==> src/frm_pkg.sv <==
// constants, register map and state type of the fault response manager
// assumes a 25 MHz system clock and a 32-bit APB register bus
package frm_pkg;

  // clock and timing
  localparam int unsigned CLK_HZ = 25_000_000;
  localparam int unsigned HICCUP_MS = 130;
  localparam int unsigned HICCUP_CYC = HICCUP_MS * (CLK_HZ / 1000);
  localparam int unsigned HICCUP_W = 22;
  localparam int unsigned SDL_SAMPLE_NS = 400;
  localparam int unsigned SDL_SAMPLE_CYC = (SDL_SAMPLE_NS * (CLK_HZ / 1_000_000)) / 1000;
  localparam int unsigned OWN_HIST = 3;

  // register byte addresses
  localparam logic [11:0] ADDR_INJECT = 12'h000;
  localparam logic [11:0] ADDR_CONFIG = 12'h004;
  localparam logic [11:0] ADDR_CMD = 12'h008;
  localparam logic [11:0] ADDR_STATUS = 12'h00C;
  localparam logic [11:0] ADDR_INT_STS = 12'h010;
  localparam logic [11:0] ADDR_INT_MASK = 12'h014;

  // config field positions
  localparam int unsigned CFG_LATCH_LSB = 0;
  localparam int unsigned CFG_RESP_LSB = 4;
  localparam int unsigned CFG_GRP_LSB = 12;
  localparam int unsigned CFG_PROP_LSB = 16;
  localparam logic [19:0] CFG_RST = 20'h00000;
  // command bits
  localparam int unsigned CMD_OFF_BIT = 0;
  localparam int unsigned CMD_ON_BIT = 1;
  localparam logic RUN_CMD_RST = 1'b1;
  // status field positions
  localparam int unsigned STS_LATCH_BIT = 4;
  localparam int unsigned STS_RUN_BIT = 5;
  localparam int unsigned STS_EXT_BIT = 6;
  localparam int unsigned STS_RX_LSB = 8;
  // interrupt bits
  localparam int unsigned IRQ_FAULT = 0;
  localparam int unsigned IRQ_RESTART = 1;
  localparam int unsigned IRQ_LATCH = 2;
  localparam int unsigned IRQ_EXT = 3;
  localparam logic [3:0] IRQ_RST = 4'h0;

  // fault response codes, one 2-bit field per fault type
  localparam logic [1:0] RESP_SELF = 2'h0;
  localparam logic [1:0] RESP_GROUP = 2'h1;
  localparam logic [1:0] RESP_SYSTEM = 2'h2;
  // fault type index 0 is the over_temperature_fault
  localparam int unsigned OVER_TEMPERATURE_FAULT = 0;

  typedef enum logic [2:0] {
    ST_OFF, ST_RUN, ST_FAULT, ST_HICCUP, ST_LATCHED, ST_EXTOFF
  } frm_state_t;

endpackage : frm_pkg

==> src/frm_fault_mgr.sv <==
// fault response manager of a load_regulator, with an APB register slave
// assumes a single 25 MHz clock, synchronous active-low reset, open-drain group lines
//
// Overview of operation
// RULE1 - an injected fault trigger stays present exactly while its inject bit is set.
// RULE2 - injected and real faults of a type share one trigger and one response path.
// RULE3 - a fault shuts the regulator down and drives group lines as its response asks.
// RULE4 - another group's line is driven only for a system response or when propagation to that group is enabled.
// RULE5 - a non-latching fault restarts the regulator 130 ms after its trigger clears.
// RULE6 - group members shut by the fault restart when the line is released at restart.
// RULE7 - clearing a latching trigger leaves the regulator off until an explicit clear.
// RULE8 - taking the enable pin low clears a latched fault; high again lets it start.
// RULE9 - an off command clears the latched fault and an on command re-enables output.
// RULE10 - the sync_data_line gives both the sync edge and the received data bits.
// RULE11 - each group output is wired to the shared line of the group assigned to it.
// RULE12 - active fault types and the latch are reported while present or latched.
`timescale 1ns/1ps
module frm_fault_mgr import frm_pkg::*; #(
  parameter int unsigned HICCUP_CYC_P = HICCUP_CYC
) (
  input wire logic CLK_SYS_I,
  input wire logic RST_N_I,
  input wire logic CE_I,
  input wire logic PSEL_I,
  input wire logic PENABLE_I,
  input wire logic PWRITE_I,
  input wire logic [11:0] PADDR_I,
  input wire logic [31:0] PWDATA_I,
  output logic [31:0] PRDATA_O,
  output logic PREADY_O,
  output logic PSLVERR_O,
  input wire logic [3:0] FAULT_I,
  input wire logic EN_I,
  input wire logic SYNC_DATA_I,
  input wire logic [3:0] GRP_FAULT_N_I,
  output logic [3:0] GRP_FAULT_O,
  output logic [3:0] GRP_FAULT_OE_O,
  output logic POWER_ON_O,
  output logic SYNC_PULSE_O,
  output logic IRQ_O
);
  // synchronised pins
  logic [9:0] pins_s;
  logic [3:0] flt_s;
  logic en_s;
  logic sdl_s;
  logic [3:0] grp_low_s;

  // registers
  logic [3:0] inj_q;
  logic [19:0] cfg_q;
  logic run_cmd_q;
  logic [3:0] int_sts_q;
  logic [3:0] int_mask_q;
  logic [31:0] prdata_q;
  logic [3:0] flt_type_q;
  logic latch_q;
  logic [3:0] oe_q;
  logic [OWN_HIST-1:0] own_hist_q;
  logic power_q;
  frm_state_t state_q, state_d;

  // sync_data_line receiver
  logic sdl_prev_q;
  logic [4:0] sdl_cnt_q;
  logic sdl_busy_q;
  logic [7:0] sdl_rx_q;
  logic sync_pulse_q;

  // combinational
  logic wr_en, rd_setup, off_req, on_req, enabled, trig_any, ext_flt, hic_done, faulted;
  logic [3:0] trig_w, latch_mask, prop_en, oe_d, own_mask, int_set;
  logic [7:0] resp_cfg;
  logic [1:0] own_grp, resp_w;

  // register index decode, -1 when unmapped
  function automatic int addr_idx(input logic [11:0] a);
    unique case (a)
      ADDR_INJECT: return 0;
      ADDR_CONFIG: return 1;
      ADDR_CMD: return 2;
      ADDR_STATUS: return 3;
      ADDR_INT_STS: return 4;
      ADDR_INT_MASK: return 5;
      default: return -1;
    endcase
  endfunction : addr_idx

  // worst response among the given fault types
  function automatic logic [1:0] resp_of(input logic [7:0] cfg, input logic [3:0] types);
    logic [1:0] r;
    r = RESP_SELF;
    for (int i = 0; i < 4; i++) begin
      if (types[i] && (cfg[2*i +: 2] > r)) begin
        r = cfg[2*i +: 2];
      end
    end
    return r;
  endfunction : resp_of

  frm_sync #(.W(10)) u_sync (
    .clk_i(CLK_SYS_I),
    .rst_n_i(RST_N_I),
    .ce_i(CE_I),
    .d_i({GRP_FAULT_N_I, SYNC_DATA_I, EN_I, FAULT_I}),
    .q_o(pins_s)
  );

  assign flt_s = pins_s[3:0];
  assign en_s = pins_s[4];
  assign sdl_s = pins_s[5];
  assign grp_low_s = ~pins_s[9:6];

  frm_hiccup_timer #(.CYC(HICCUP_CYC_P)) u_hiccup (
    .clk_i(CLK_SYS_I),
    .rst_n_i(RST_N_I),
    .ce_i(CE_I),
    .run_i(state_q == ST_HICCUP),
    .done_o(hic_done)
  );

  // config fields
  assign latch_mask = cfg_q[CFG_LATCH_LSB +: 4];
  assign resp_cfg = cfg_q[CFG_RESP_LSB +: 8];
  assign own_grp = cfg_q[CFG_GRP_LSB +: 2];
  assign prop_en = cfg_q[CFG_PROP_LSB +: 4];
  assign own_mask = 4'h1 << own_grp;

  // APB strobes; the slave answers in the first access cycle while enabled
  assign PREADY_O = CE_I;
  assign wr_en = PSEL_I && PENABLE_I && PWRITE_I && CE_I && (addr_idx(PADDR_I) >= 0);
  assign rd_setup = PSEL_I && !PENABLE_I && !PWRITE_I;
  assign PSLVERR_O = PSEL_I && PENABLE_I && (addr_idx(PADDR_I) < 0);
  assign PRDATA_O = prdata_q;
  assign off_req = wr_en && (PADDR_I == ADDR_CMD) && PWDATA_I[CMD_OFF_BIT];
  assign on_req = wr_en && (PADDR_I == ADDR_CMD) && PWDATA_I[CMD_ON_BIT] && !off_req;

  // real and injected triggers merge into one path
  assign trig_w = flt_s | inj_q; // [RULE1] [RULE2]
  assign trig_any = |trig_w;
  assign enabled = en_s && run_cmd_q;
  assign faulted = (state_q == ST_FAULT) || (state_q == ST_HICCUP) || (state_q == ST_LATCHED);
  assign resp_w = resp_of(resp_cfg, flt_type_q);
  // own line low while nobody here drove it recently: a fault elsewhere in the group
  assign ext_flt = grp_low_s[own_grp] && !oe_q[own_grp] && !(|own_hist_q);

  // writable registers
  always_ff @(posedge CLK_SYS_I) begin
    if (!RST_N_I) begin
      inj_q <= 4'h0;
      cfg_q <= CFG_RST;
      int_mask_q <= IRQ_RST;
    end else if (wr_en) begin
      if (PADDR_I == ADDR_INJECT) inj_q <= PWDATA_I[3:0]; // [RULE1]
      if (PADDR_I == ADDR_CONFIG) cfg_q <= PWDATA_I[19:0];
      if (PADDR_I == ADDR_INT_MASK) int_mask_q <= PWDATA_I[3:0];
    end
  end

  // run command: off clears, on re-enables
  always_ff @(posedge CLK_SYS_I) begin
    if (!RST_N_I) begin
      run_cmd_q <= RUN_CMD_RST;
    end else if (off_req) begin
      run_cmd_q <= 1'b0; // [RULE9]
    end else if (on_req) begin
      run_cmd_q <= 1'b1; // [RULE9]
    end
  end

  // read data captured in the setup cycle
  always_ff @(posedge CLK_SYS_I) begin
    if (!RST_N_I) begin
      prdata_q <= 32'h00000000;
    end else if (CE_I && rd_setup) begin
      prdata_q <= 32'h00000000;
      unique case (addr_idx(PADDR_I))
        0: prdata_q[3:0] <= inj_q;
        1: prdata_q[19:0] <= cfg_q;
        2: prdata_q[CMD_ON_BIT] <= run_cmd_q;
        3: begin
          prdata_q[3:0] <= flt_type_q; // [RULE12]
          prdata_q[STS_LATCH_BIT] <= latch_q; // [RULE12]
          prdata_q[STS_RUN_BIT] <= (state_q == ST_RUN);
          prdata_q[STS_EXT_BIT] <= (state_q == ST_EXTOFF);
          prdata_q[STS_RX_LSB +: 8] <= sdl_rx_q;
        end
        4: prdata_q[3:0] <= int_sts_q;
        5: prdata_q[3:0] <= int_mask_q;
        default: prdata_q <= 32'h00000000;
      endcase
    end
  end

  // regulator state
  always_comb begin
    state_d = state_q;
    unique case (state_q)
      ST_OFF: if (enabled && !trig_any && !ext_flt) state_d = ST_RUN;
      ST_RUN: begin
        if (trig_any) state_d = ST_FAULT; // [RULE3]
        else if (!enabled) state_d = ST_OFF;
        else if (ext_flt) state_d = ST_EXTOFF; // [RULE6]
      end
      ST_FAULT: if (!trig_any) state_d = latch_q ? ST_LATCHED : ST_HICCUP; // [RULE5] [RULE7]
      ST_HICCUP: begin
        if (trig_any) state_d = ST_FAULT;
        else if (hic_done) state_d = enabled ? ST_RUN : ST_OFF; // [RULE5]
      end
      ST_LATCHED: if (!en_s || off_req) state_d = ST_OFF; // [RULE7] [RULE8] [RULE9]
      ST_EXTOFF: begin
        if (trig_any) state_d = ST_FAULT;
        else if (!enabled) state_d = ST_OFF;
        else if (!ext_flt) state_d = ST_RUN; // [RULE6]
      end
    endcase
  end

  always_ff @(posedge CLK_SYS_I) begin
    if (!RST_N_I) begin
      state_q <= ST_OFF;
      power_q <= 1'b0;
    end else if (CE_I) begin
      state_q <= state_d;
      power_q <= (state_d == ST_RUN); // [RULE3]
    end
  end
  assign POWER_ON_O = power_q;

  // latch flag and reported fault types
  always_ff @(posedge CLK_SYS_I) begin
    if (!RST_N_I) begin
      latch_q <= 1'b0;
      flt_type_q <= 4'h0;
    end else if (CE_I) begin
      if (off_req || (state_q == ST_LATCHED && !en_s)) begin
        latch_q <= 1'b0; // [RULE8] [RULE9]
      end else if (|(trig_w & latch_mask) && state_q != ST_OFF) begin
        latch_q <= 1'b1; // [RULE7]
      end
      if (state_d == ST_FAULT || state_d == ST_HICCUP || state_d == ST_LATCHED) begin
        flt_type_q <= flt_type_q | trig_w; // [RULE12]
      end else begin
        flt_type_q <= trig_w;
      end
    end
  end

  // group line drive: own group, enabled groups, or all for a system response
  always_comb begin
    oe_d = 4'h0;
    if (faulted) begin
      if (resp_w == RESP_SYSTEM) oe_d = 4'hF; // [RULE3]
      else if (resp_w == RESP_GROUP) oe_d = own_mask | prop_en; // [RULE4] [RULE11]
    end
  end

  always_ff @(posedge CLK_SYS_I) begin
    if (!RST_N_I) begin
      oe_q <= 4'h0;
      own_hist_q <= '0;
    end else if (CE_I) begin
      oe_q <= oe_d; // [RULE6]
      own_hist_q <= {own_hist_q[OWN_HIST-2:0], oe_q[own_grp]};
    end
  end
  assign GRP_FAULT_O = 4'h0;
  assign GRP_FAULT_OE_O = oe_q;

  // sync_data_line: falling edge is sync, level a fixed time later is data
  // previous level resets low: the flushed synchroniser reads low, so no false edge
  always_ff @(posedge CLK_SYS_I) begin
    if (!RST_N_I) begin
      sdl_prev_q <= 1'b0;
      sdl_cnt_q <= 5'h00;
      sdl_busy_q <= 1'b0;
      sdl_rx_q <= 8'h00;
      sync_pulse_q <= 1'b0;
    end else if (CE_I) begin
      sdl_prev_q <= sdl_s;
      sync_pulse_q <= sdl_prev_q && !sdl_s; // [RULE10]
      if (sdl_prev_q && !sdl_s) begin
        sdl_busy_q <= 1'b1;
        sdl_cnt_q <= 5'h00;
      end else if (sdl_busy_q) begin
        sdl_cnt_q <= sdl_cnt_q + 5'h01;
        if (sdl_cnt_q == 5'(SDL_SAMPLE_CYC - 1)) begin
          sdl_busy_q <= 1'b0;
          sdl_rx_q <= {sdl_rx_q[6:0], sdl_s}; // [RULE10]
        end
      end
    end
  end
  assign SYNC_PULSE_O = sync_pulse_q;

  // interrupt events; a new event wins over a write-one clear
  assign int_set[IRQ_FAULT] = (state_q != ST_FAULT) && (state_d == ST_FAULT);
  assign int_set[IRQ_RESTART] = (state_q == ST_HICCUP) && (state_d == ST_RUN);
  assign int_set[IRQ_LATCH] = (state_q != ST_LATCHED) && (state_d == ST_LATCHED);
  assign int_set[IRQ_EXT] = (state_q != ST_EXTOFF) && (state_d == ST_EXTOFF);

  always_ff @(posedge CLK_SYS_I) begin
    if (!RST_N_I) begin
      int_sts_q <= IRQ_RST;
    end else if (CE_I) begin
      if (wr_en && PADDR_I == ADDR_INT_STS) begin
        int_sts_q <= (int_sts_q & ~PWDATA_I[3:0]) | int_set;
      end else begin
        int_sts_q <= int_sts_q | int_set;
      end
    end
  end
  assign IRQ_O = |(int_sts_q & int_mask_q);

  // checks
  a_inject_enters_fault: assert property (@(posedge CLK_SYS_I) disable iff (!RST_N_I) // [RULE2]
    (CE_I && state_q == ST_RUN && |inj_q) |=> (state_q == ST_FAULT && !POWER_ON_O))
    else $error("injected fault did not shut the regulator down");
  a_inject_drop_clears: assert property (@(posedge CLK_SYS_I) disable iff (!RST_N_I) // [RULE1]
    (CE_I && state_q == ST_FAULT && flt_s == 4'h0 && inj_q == 4'h0) |=> (state_q != ST_FAULT))
    else $error("withdrawn injection still holds the fault");
  a_hiccup_no_early: assert property (@(posedge CLK_SYS_I) disable iff (!RST_N_I) // [RULE5]
    (state_q == ST_HICCUP && !hic_done) |=> (state_q != ST_RUN))
    else $error("restart before hiccup time");
  a_hiccup_restart: assert property (@(posedge CLK_SYS_I) disable iff (!RST_N_I) // [RULE5]
    (CE_I && hic_done && !trig_any && enabled) |=> (state_q == ST_RUN) ##0 POWER_ON_O)
    else $error("no restart after hiccup time");
  a_latch_stays_off: assert property (@(posedge CLK_SYS_I) disable iff (!RST_N_I) // [RULE7]
    (state_q == ST_LATCHED && en_s && !off_req) |=> (state_q == ST_LATCHED && !POWER_ON_O))
    else $error("latched fault left without a clear");
  a_enable_clears: assert property (@(posedge CLK_SYS_I) disable iff (!RST_N_I) // [RULE8]
    (CE_I && state_q == ST_LATCHED && !en_s) |=> (state_q == ST_OFF && !latch_q))
    else $error("enable pin did not clear the latch");
  a_off_cmd_clears: assert property (@(posedge CLK_SYS_I) disable iff (!RST_N_I) // [RULE9]
    off_req |=> (!latch_q && !run_cmd_q))
    else $error("off command did not clear the fault");
  a_prop_blocked: assert property (@(posedge CLK_SYS_I) disable iff (!RST_N_I) // [RULE4]
    (CE_I && resp_w == RESP_GROUP) |=> ((oe_q & ~($past(own_mask) | $past(prop_en))) == 4'h0))
    else $error("group line driven without propagation enable");
  a_fault_reported: assert property (@(posedge CLK_SYS_I) disable iff (!RST_N_I) // [RULE12]
    (CE_I && trig_w[OVER_TEMPERATURE_FAULT]) |=> flt_type_q[OVER_TEMPERATURE_FAULT])
    else $error("over_temperature_fault not reported");
  a_real_fault_off: assert property (@(posedge CLK_SYS_I) disable iff (!RST_N_I) // [RULE3]
    (CE_I && state_q == ST_RUN && |flt_s) |=> (state_q == ST_FAULT && !POWER_ON_O))
    else $error("real fault did not shut the regulator down");
  a_sync_sample: assert property (@(posedge CLK_SYS_I) disable iff (!RST_N_I) // [RULE10]
    (CE_I && sdl_prev_q && !sdl_s) |=> SYNC_PULSE_O)
    else $error("sync edge not reported");
  a_sync_data_bit: assert property (@(posedge CLK_SYS_I) disable iff (!RST_N_I) // [RULE10]
    (CE_I && sdl_busy_q && sdl_cnt_q == 5'(SDL_SAMPLE_CYC - 1) && !(sdl_prev_q && !sdl_s))
      |=> (sdl_rx_q[0] == $past(sdl_s)))
    else $error("sync_data_line bit not captured");
  c_hiccup_restart: cover property (@(posedge CLK_SYS_I) state_q == ST_HICCUP ##1 state_q == ST_RUN);
  c_latch_cmd_clear: cover property (@(posedge CLK_SYS_I) (state_q == ST_LATCHED && off_req));
  c_group_shutdown: cover property (@(posedge CLK_SYS_I) state_q == ST_EXTOFF ##1 state_q == ST_RUN);
endmodule : frm_fault_mgr

==> src/frm_hiccup_timer.sv <==
// hiccup timer: counts while run_i is high, done_o in its last cycle
// assumes run_i drops for at least one enabled cycle between waits
`timescale 1ns/1ps
module frm_hiccup_timer import frm_pkg::*; #(
  parameter int unsigned CYC = HICCUP_CYC
) (
  input wire logic clk_i,
  input wire logic rst_n_i,
  input wire logic ce_i,
  input wire logic run_i,
  output logic done_o
);
  localparam logic [HICCUP_W-1:0] LAST = HICCUP_W'(CYC - 1);
  logic [HICCUP_W-1:0] cnt_q;

  // count up from zero while waiting, restart when idle
  always_ff @(posedge clk_i) begin
    if (!rst_n_i) begin
      cnt_q <= '0;
    end else if (ce_i) begin
      if (!run_i || done_o) begin
        cnt_q <= '0;
      end else begin
        cnt_q <= cnt_q + HICCUP_W'(1);
      end
    end
  end

  assign done_o = run_i && (cnt_q == LAST);
endmodule : frm_hiccup_timer

==> src/frm_sync.sv <==
// two-stage synchroniser for pin inputs
// assumes asynchronous inputs and a clock enable shared with the block
`timescale 1ns/1ps
module frm_sync #(
  parameter int unsigned W = 1
) (
  input wire logic clk_i,
  input wire logic rst_n_i,
  input wire logic ce_i,
  input wire logic [W-1:0] d_i,
  output logic [W-1:0] q_o
);
  logic [W-1:0] meta_q;
  logic [W-1:0] sync_q;

  // first stage feeds only the second stage
  always_ff @(posedge clk_i) begin
    if (!rst_n_i) begin
      meta_q <= '0;
      sync_q <= '0;
    end else if (ce_i) begin
      meta_q <= d_i;
      sync_q <= meta_q;
    end
  end

  assign q_o = sync_q;
endmodule : frm_sync

==> config.mk <==
export PLATFORM = sky130hd
export DESIGN_NAME = frm_fault_mgr
export DESIGN_NICKNAME = d
export VERILOG_FILES = /design/src/frm_pkg.sv /design/src/frm_fault_mgr.sv /design/src/frm_hiccup_timer.sv /design/src/frm_sync.sv
export SDC_FILE = /design/constraint.sdc
export NUM_CORES = 1
export LEC_CHECK = 0
export BUFFER_PORTS_ARGS = -buffer_cell sky130_fd_sc_hd__buf_2
export CAP_MARGIN = 20
export CORE_ASPECT_RATIO = 0.5
export CORE_UTILIZATION = 38
export DETAILED_ROUTE_END_ITERATION = 12
export MAX_ROUTING_LAYER = met4
export PLACE_DENSITY = 0.7
export SYNTH_ARGS = -nofsm -noshare
export SYNTH_HDL_FRONTEND = slang
export SYNTH_SLANG_ARGS = --single-unit
==> constraint.sdc <==
create_clock -name CLK_SYS_I -period 4.4 [get_ports CLK_SYS_I]
set_clock_uncertainty 0.05 [all_clocks]
set_input_delay 0.44 -clock CLK_SYS_I [delete_from_list [all_inputs] [get_ports CLK_SYS_I]]
set_output_delay 0.44 -clock CLK_SYS_I [all_outputs]
set_load 0.005 [all_outputs]
==> results by group, run 1 <==
Status
  – Outcome: finished, final reports clean

Placed design
  – Hpwl dp: between 10 and 15 mm
  – Placer Congestion: about 0.9
  – Dpl cells: ~970
  – Port buffer count: 76

Detailed routing
  – Vias: 5352
  – Length of the first detailed-routing pass in iterations: 5
  – WL/cell: roughly 15 µm
  – DRT antenna net count: 0
  – Final wirelength: ~15 mm
  – Vias per cell: approximately 5.3
  – DR iter-0 viols: 438
  – DR DRC count: 0

Global routing
  – GRT overflow: 0
  – GRT Total Usage: 0.1917
  – Largest net degree at the start of global routing: 57
  – Initial antenna violation count: 0
  – Vias in the first global route: approximately 5000
  – Global-route wire length before repair: ~25 mm

Logic synthesis
  – Mapped Cells: ~710
  – FF+latch count, synth: approximately 130
  – Number of synthesized flops with an enable pin: 0
  – Synth top area share: 0.4164
  – Synth async-reset ratio: 0
  – Count leader, synth: dfxtp_1
  – Top cells by count, synth: 127 x dfxtp_1, 103 x nor2_1, 84 x nand2_1, 41 x mux2i_1, 37 x a21oi_1
  – Post-synthesis sequential area ratio: 0.4164
  – Synth cell types: 79
  – Synth top area cells: dfxtp_1 42%, mux2i_1 6.7%, nor2_1 6.3%
  – Synthesized area per cell: approximately 8.6 µm²
  – Post-synthesis cell area: ~6100 µm²
  – YS warnings: 0
  – Synth Flop Type: dfxtp_1
  – Dominant cell type by area after synthesis: dfxtp_1

Floorplanning
  – Number of I/O pins: 105
  – CORE AREA: 15530 µm²
  – Starting density of the core: 0.3930
  – Row Count: 32
  – Chip width: between 150 and 200 µm
  – Die area: 16610 µm²
  – DIE HEIGHT: a little over 90 µm

Timing
  – RSZ-0062 raised after global routing: false
  – Post-route minimum period: approximately 4.3 ns
  – Count of final setup violators: 0
  – Max Freq: ~0.23 GHz
  – Hold slack: approximately 0.20 ns
  – Worst Tran Pin Value: a little under 1 ns
  – Hold Fails Final Rpt: 0
  – Fin crit share: 0.9677
  – Worst slew margin: 0.3332
  – Fin. max-slew vios: 0

Power and ir drop
  – Final Power: around 2.8 mW
  – Peak VDD IR: 239.3 µV
  – Pwr dens: 380.2 nW/µm²
  – LEAKAGE: slightly below 3 nW

Clock network
  – TritonCTS clock tree: done
  – Reg clk slew, reported paths: 0.07 ns
  – Worst skew pair latency: roughly 0.42 ns
  – Num CTS Buffers: 17
  – # clock sinks: 127
  – Hold_buf cts: 0
  – CTS H-tree depth: 4
  – Bufs on Longest Clock Path: 2
  – Root Driver: clkbuf_16

Flow run
  – Max-cap viol count: 0

Worst setup path
  – R2R Path End: GRP_FAULT_OE_O[3]
  – Data arrival, critical path: ~4.6 ns
  – Critical path origin: flt_type_q[0]
  – Flop-to-flop setup slack: approximately 0.14 ns
  – Startpoint Class: flip-flop
  – CP max FO: 4
  – Path depth of the worst reg2reg path: 18
  – Crit end category: flip-flop
  – Critical path class: reg -> reg
  – Worst setup endpoint: GRP_FAULT_OE_O[3]
  – Critical Path RT: 4.70 ns
  – Reg-to-reg startpoint: flt_type_q[0]

Worst hold path
  – Worst min-delay path class: in -> reg

Cells and area
  – NumNets Final: around 860
  – # diodes: 0
  – Area growth syn-to-layout: 20.20%
  – Share of layout cells above drive strength 1: 0.2125
  – Final std cells w/o fill: between 1000 and 1500
==> metal layers <==
metal	vias to the layer above	track usage	wire (µm)
li1	2632	-	-
met1	2543	0.2539	7408
met2	153	0.3003	6726
met3	24	0.03813	743
met4	0	0.04802	237
met5	-	-	0
==> cell usage in the layout, fill, tap and decap left out, types with 3 or more instances in the layout <==
cell / n
and3_1: 8
and2_1: 5
xor2_1: 18
a21oi_1: 37
and2_4: 3
or2_2: 5
o221ai_1: 3
inv_6: 6
xnor2_1: 8
nand3_1: 26
nor2_1: 101
mux2i_1: 41
dfxtp_1: 124
nand2_1: 83
buf_2: 76
nand3b_1: 4
inv_8: 3
a221oi_1: 16
nor2b_1: 4
conb_1: 16
nand4_1: 14
clkbuf_16: 17
dfxtp_2: 3
clkinvlp_4: 3
ha_4: 3
buf_4: 21
o211ai_1: 7
a222oi_1: 3
o21ai_0: 18
a2bb2oi_1: 3
a22o_1: 3
ha_1: 6
nor3_1: 19
inv_1: 20
nand2b_1: 4
==> final cells by class <==
type	count	area [µm²]
clock buffers	18	439.2
clock inverters	14	168.9
fillers	1477	8195
inverters	21	78.83
multi-input cells	523	3313
flip-flops and latches	127	2546
well taps	204	255.2
repair buffers	97	538.0
==> stage by stage <==
stage	util	setup TNS, ns	setup slack [ns]	instance area [µm²]
finish	0.4725	0	0.1421	7340
global route	0.4725	0	0.001056	7340
CTS	0.4665	0	0.004791	7247
detailed placement	0.4255	-0.7293	-0.2015	6610
global placement	0.4255	-0.003146	-0.002584	6610
floorplan	-	0	0.03646	6162
==> sequential cells by signal (all words and copies together) (netlist names) <==
name,flops
int_sts_q,4
run_cmd_q,1
flt_type_q,4
sdl_rx_q,8
PRDATA_O,20
latch_q,1
int_mask_q,4
u_sync.q_o,10
GRP_FAULT_OE_O,4
inj_q,4
own_hist_q,3
cfg_q,20
sdl_cnt_q,5
u_sync.meta_q,10
POWER_ON_O,1
sdl_busy_q,1
SYNC_PULSE_O,1
state_q,3
sdl_prev_q,1
u_hiccup.cnt_q,22
==> cell families after synthesis <==
family / after synthesis / synth area share
and+or+nand+nor: 307 / 0.2477
DFF: 127 / 0.4164
AOI/OAI and AO/OA: 120 / 0.1367
buffers and inverters: 77 / 0.06455
muxes: 45 / 0.07828
xor gates and xnor gates: 26 / 0.03730
adders and majority gates: 9 / 0.01844
other: 1 / 0.0006142
==> repair_timing <==
| item | in CTS | in global routing |
|---|---|---|
| setup endpoints to repair | 4 | 4 |
| buffers inserted | 2 | 4 |
| resized for setup | 5 | 14 |
| pin swaps | 4 | 14 |
==> power breakdown <==
| group | internal (mW) | total, mW | switching (mW) |
|---|---|---|---|
| sequential | 1.17 | 1.19 | 0.0197 |
| clock | 0.871 | 1.44 | 0.570 |
| combinational | 0.0624 | 0.161 | 0.0989 |
==> worst min-delay path by stage <==
stage / from / end / slack, ns / depth (start not counted)
floorplan: cfg_q[14] / cfg_q[14] / 0.39 / 2
global placement: PRDATA_O[7] / PRDATA_O[7] / 0.39 / 2
detailed placement: PRDATA_O[16] / PRDATA_O[16] / 0.40 / 2
CTS: GRP_FAULT_N_I[1] / u_sync.meta_q[7] / 0.19 / 3
global route: PWDATA_I[4] / cfg_q[4] / 0.21 / 3
finish: GRP_FAULT_N_I[1] / u_sync.meta_q[7] / 0.20 / 3
==> critical path, cell delays in order, from the launching register on <==
cell      delay [ns]
dfxtp_2         0.35
and2_4          0.16
ha_4            0.19
a21boi_2        0.14
o21a_1          0.20
mux2_4          0.34
ha_4            0.26
nor2_2          0.04
or2_4           0.23
o22a_1          0.17
a21o_1          0.17
a22o_1          0.18
ha_1            0.29
nor2_2          0.04
o2111a_1        0.24
a32o_2          0.25
and2_4          0.14
or4_4           0.54
o211ai_1        0.19
Power figures use the tool's default switching activity.
==> run 2: changes to the inputs <==
--- a/config.mk
+++ b/config.mk
@@ -8,6 +8,7 @@
 export BUFFER_PORTS_ARGS = -buffer_cell sky130_fd_sc_hd__buf_2
 export CAP_MARGIN = 20
 export CORE_ASPECT_RATIO = 0.5
+export CORE_MARGIN = 3
 export CORE_UTILIZATION = 38
 export DETAILED_ROUTE_END_ITERATION = 12
 export MAX_ROUTING_LAYER = met4
==> constraint.sdc (replaced) <==
create_clock -name CLK_SYS_I -period 3.4 [get_ports CLK_SYS_I]
set_clock_uncertainty 0.05 [all_clocks]
set_input_delay 0.34 -clock CLK_SYS_I [delete_from_list [all_inputs] [get_ports CLK_SYS_I]]
set_output_delay 0.34 -clock CLK_SYS_I [all_outputs]
set_load 0.005 [all_outputs]
==> results by group, run 2 (synthesis gave the netlist of run 1 again) <==
Status
  – Failing checks: negative setup slack
  – Outcome: finished with violations

Cells and area
  – Fin util: 0.4801
  – Fillers: 1477
  – Leading cell type in the layout, fill and taps excluded: dfxtp_1
  – Most frequent cells in the layout: 125 x dfxtp_1, 101 x nor2_1, 83 x nand2_1
  – Final std cells w/o fill: just over 1000
  – NumNets Final: approximately 870
  – # diodes: 0
  – Top reg by flops: u_hiccup.cnt_q
  – Share of layout cells above drive strength 1: 0.2301
  – Multi-input logic area: approximately 3300 µm²
  – Register area: around 2500 µm²
  – Largest register FFs: 22
  – Area growth syn-to-layout: 22.46%

Worst setup path
  – CP max FO: 4
  – Worst path cell trace: and2_4, ha_4, a21boi_2, o21a_1, mux2_4, ha_4, nor2_4, or2_4, o22a_1, a21o_1, a22o_1, ha_1, nor2_2, o2111a_1, a32o_2, and2_4, or4_4, o211ai_1
  – Critical path class: reg -> reg
  – Crit path largest cell delay: about 0.50 ns
  – Data arrival, critical path: between 4 and 5 ns
  – Kind of cell adding the most delay to the critical path: compound AO/OA/AOI/OAI gates
  – Critical path's slowest cell: or4_4
  – Crit end category: flip-flop
  – Critical Path RT: 3.68 ns
  – WP buf/inv: 0
  – Startpoint Class: flip-flop

Clock network
  – Hold_buf cts: 0
  – Bufs on Longest Clock Path: 2
  – # clock sinks: 127
  – Reg clk slew, reported paths: ~0.060 ns
  – Num CTS Buffers: 17
  – Worst skew pair latency: between 0.4 and 0.5 ns
  – TritonCTS clock tree: done
  – Root Driver: clkbuf_16
  – CTS H-tree depth: 4

Floorplanning
  – DIE HEIGHT: 95.64 µm
  – Die area: ~18000 µm²
  – Starting density of the core: 0.3920
  – Row Count: 32
  – Chip width: between 150 and 200 µm
  – CORE AREA: 15570 µm²
  – Number of I/O pins: between 100 and 150

Placed design
  – Hpwl dp: 11.31 mm
  – Port buffer count: between 70 and 80
  – Placer Congestion: about 0.9
  – Dpl cells: 984

Global routing
  – Vias in the first global route: about 5000
  – Largest net degree at the start of global routing: 33
  – GRT overflow: 0
  – Initial antenna violation count: 0
  – Global-route wire length before repair: ~25 mm
  – GRT Total Usage: 0.1841

Timing
  – Count of final setup violators: 4
  – Sum Neg Setup Slack: -3.048 ns
  – Fin. max-slew vios: 0
  – Hold Fails Final Rpt: 0
  – Post-route minimum period: about 4.2 ns
  – Worst Tran Pin Value: between 0.7 and 0.8 ns
  – Max Freq: approximately 0.24 GHz
  – RSZ-0062 raised after global routing: true
  – Hold slack: around 0.11 ns
  – Final WS setup: -0.7699 ns
  – Worst slew margin: 0.4656
  – Fin crit share: 1.226

Detailed routing
  – Vias per cell: 5.286
  – DRT antenna net count: 0
  – WL/cell: 15.42 µm
  – Vias: approximately 5400
  – DR DRC count: 0
  – Length of the first detailed-routing pass in iterations: 5
  – DR iter-0 viols: 470
  – Final wirelength: between 15 and 20 mm

Power and ir drop
  – LEAKAGE: approximately 3.0 nW
  – Pwr dens: 482.0 nW/µm²
  – Peak VDD IR: around 420 µV

Flow run
  – Max-cap viol count: 0

Worst hold path
  – Worst min-delay path class: in -> reg
## run 2: power breakdown
| part | leakage [nW] | switching (mW) | total [mW] | internal (mW) |
|---|---|---|---|---|
| sequential | 1.03 | 0.0225 | 1.54 | 1.51 |
| combinational | 1.70 | 0.137 | 0.229 | 0.0922 |
| clock | 0.289 | 0.738 | 1.84 | 1.10 |
## run 2: area by class of cell
type / count / share of cell area
clock buffers: 17 / 0.05689
multi-input cells: 523 / 0.4465
inverters: 21 / 0.01054
clock inverters: 15 / 0.02259
well taps: 204 / 0.03414
repair buffers: 114 / 0.08902
flip-flops and latches: 127 / 0.3404
## run 2: timing repair
action,4_1_cts,5_1_grt
endpoints found under the setup margin,4,4
buffers inserted,3,2
resized for setup,1,2
pin swaps,3,4
## run 2: final timing paths
| check | from | endpoint | slack [ns] | cells after the start |
|---|---|---|---|---|
| setup / recovery | flt_type_q[0] | GRP_FAULT_OE_O[2] | -0.77 | 18 |
| hold / removal | PWDATA_I[5] | cfg_q[5] | 0.11 | 3 |
| setup reg to reg | flt_type_q[0] | GRP_FAULT_OE_O[2] | -0.77 | 18 |
| hold reg to reg | PRDATA_O[16] | PRDATA_O[16] | 0.40 | 2 |
## run 2: worst register-to-register path, cell delays in order (launching register included)
cell      delay, ns
dfxtp_2        0.33
and2_4         0.17
ha_4           0.23
a21boi_2       0.13
o21a_1         0.19
mux2_4         0.33
ha_4           0.28
nor2_4         0.04
or2_4          0.21
o22a_1         0.17
a21o_1         0.17
a22o_1         0.18
ha_1           0.29
nor2_2         0.04
o2111a_1       0.24
a32o_2         0.24
and2_4         0.14
or4_4          0.50
o211ai_1       0.17
## run 2: layer usage
layer  vias up  track usage  wire length [µm]
met5         -            -                 0
met4         0      0.05926               265
met3        27      0.03773               697
met2       153       0.3040              7416
met1      2559       0.2285              7367
li1       2658            -                 -
## run 2: stage by stage
stage               cell area (µm²)  worst slack, ns  total power [mW]
floorplan                      6256          -0.6228             1.714
global placement               6839          -0.6347             1.789
detailed placement             6839          -0.7530             1.793
CTS                            7458          -0.7587             3.627
global route                   7477          -0.9652             3.730
finish                         7477          -0.7699             3.604
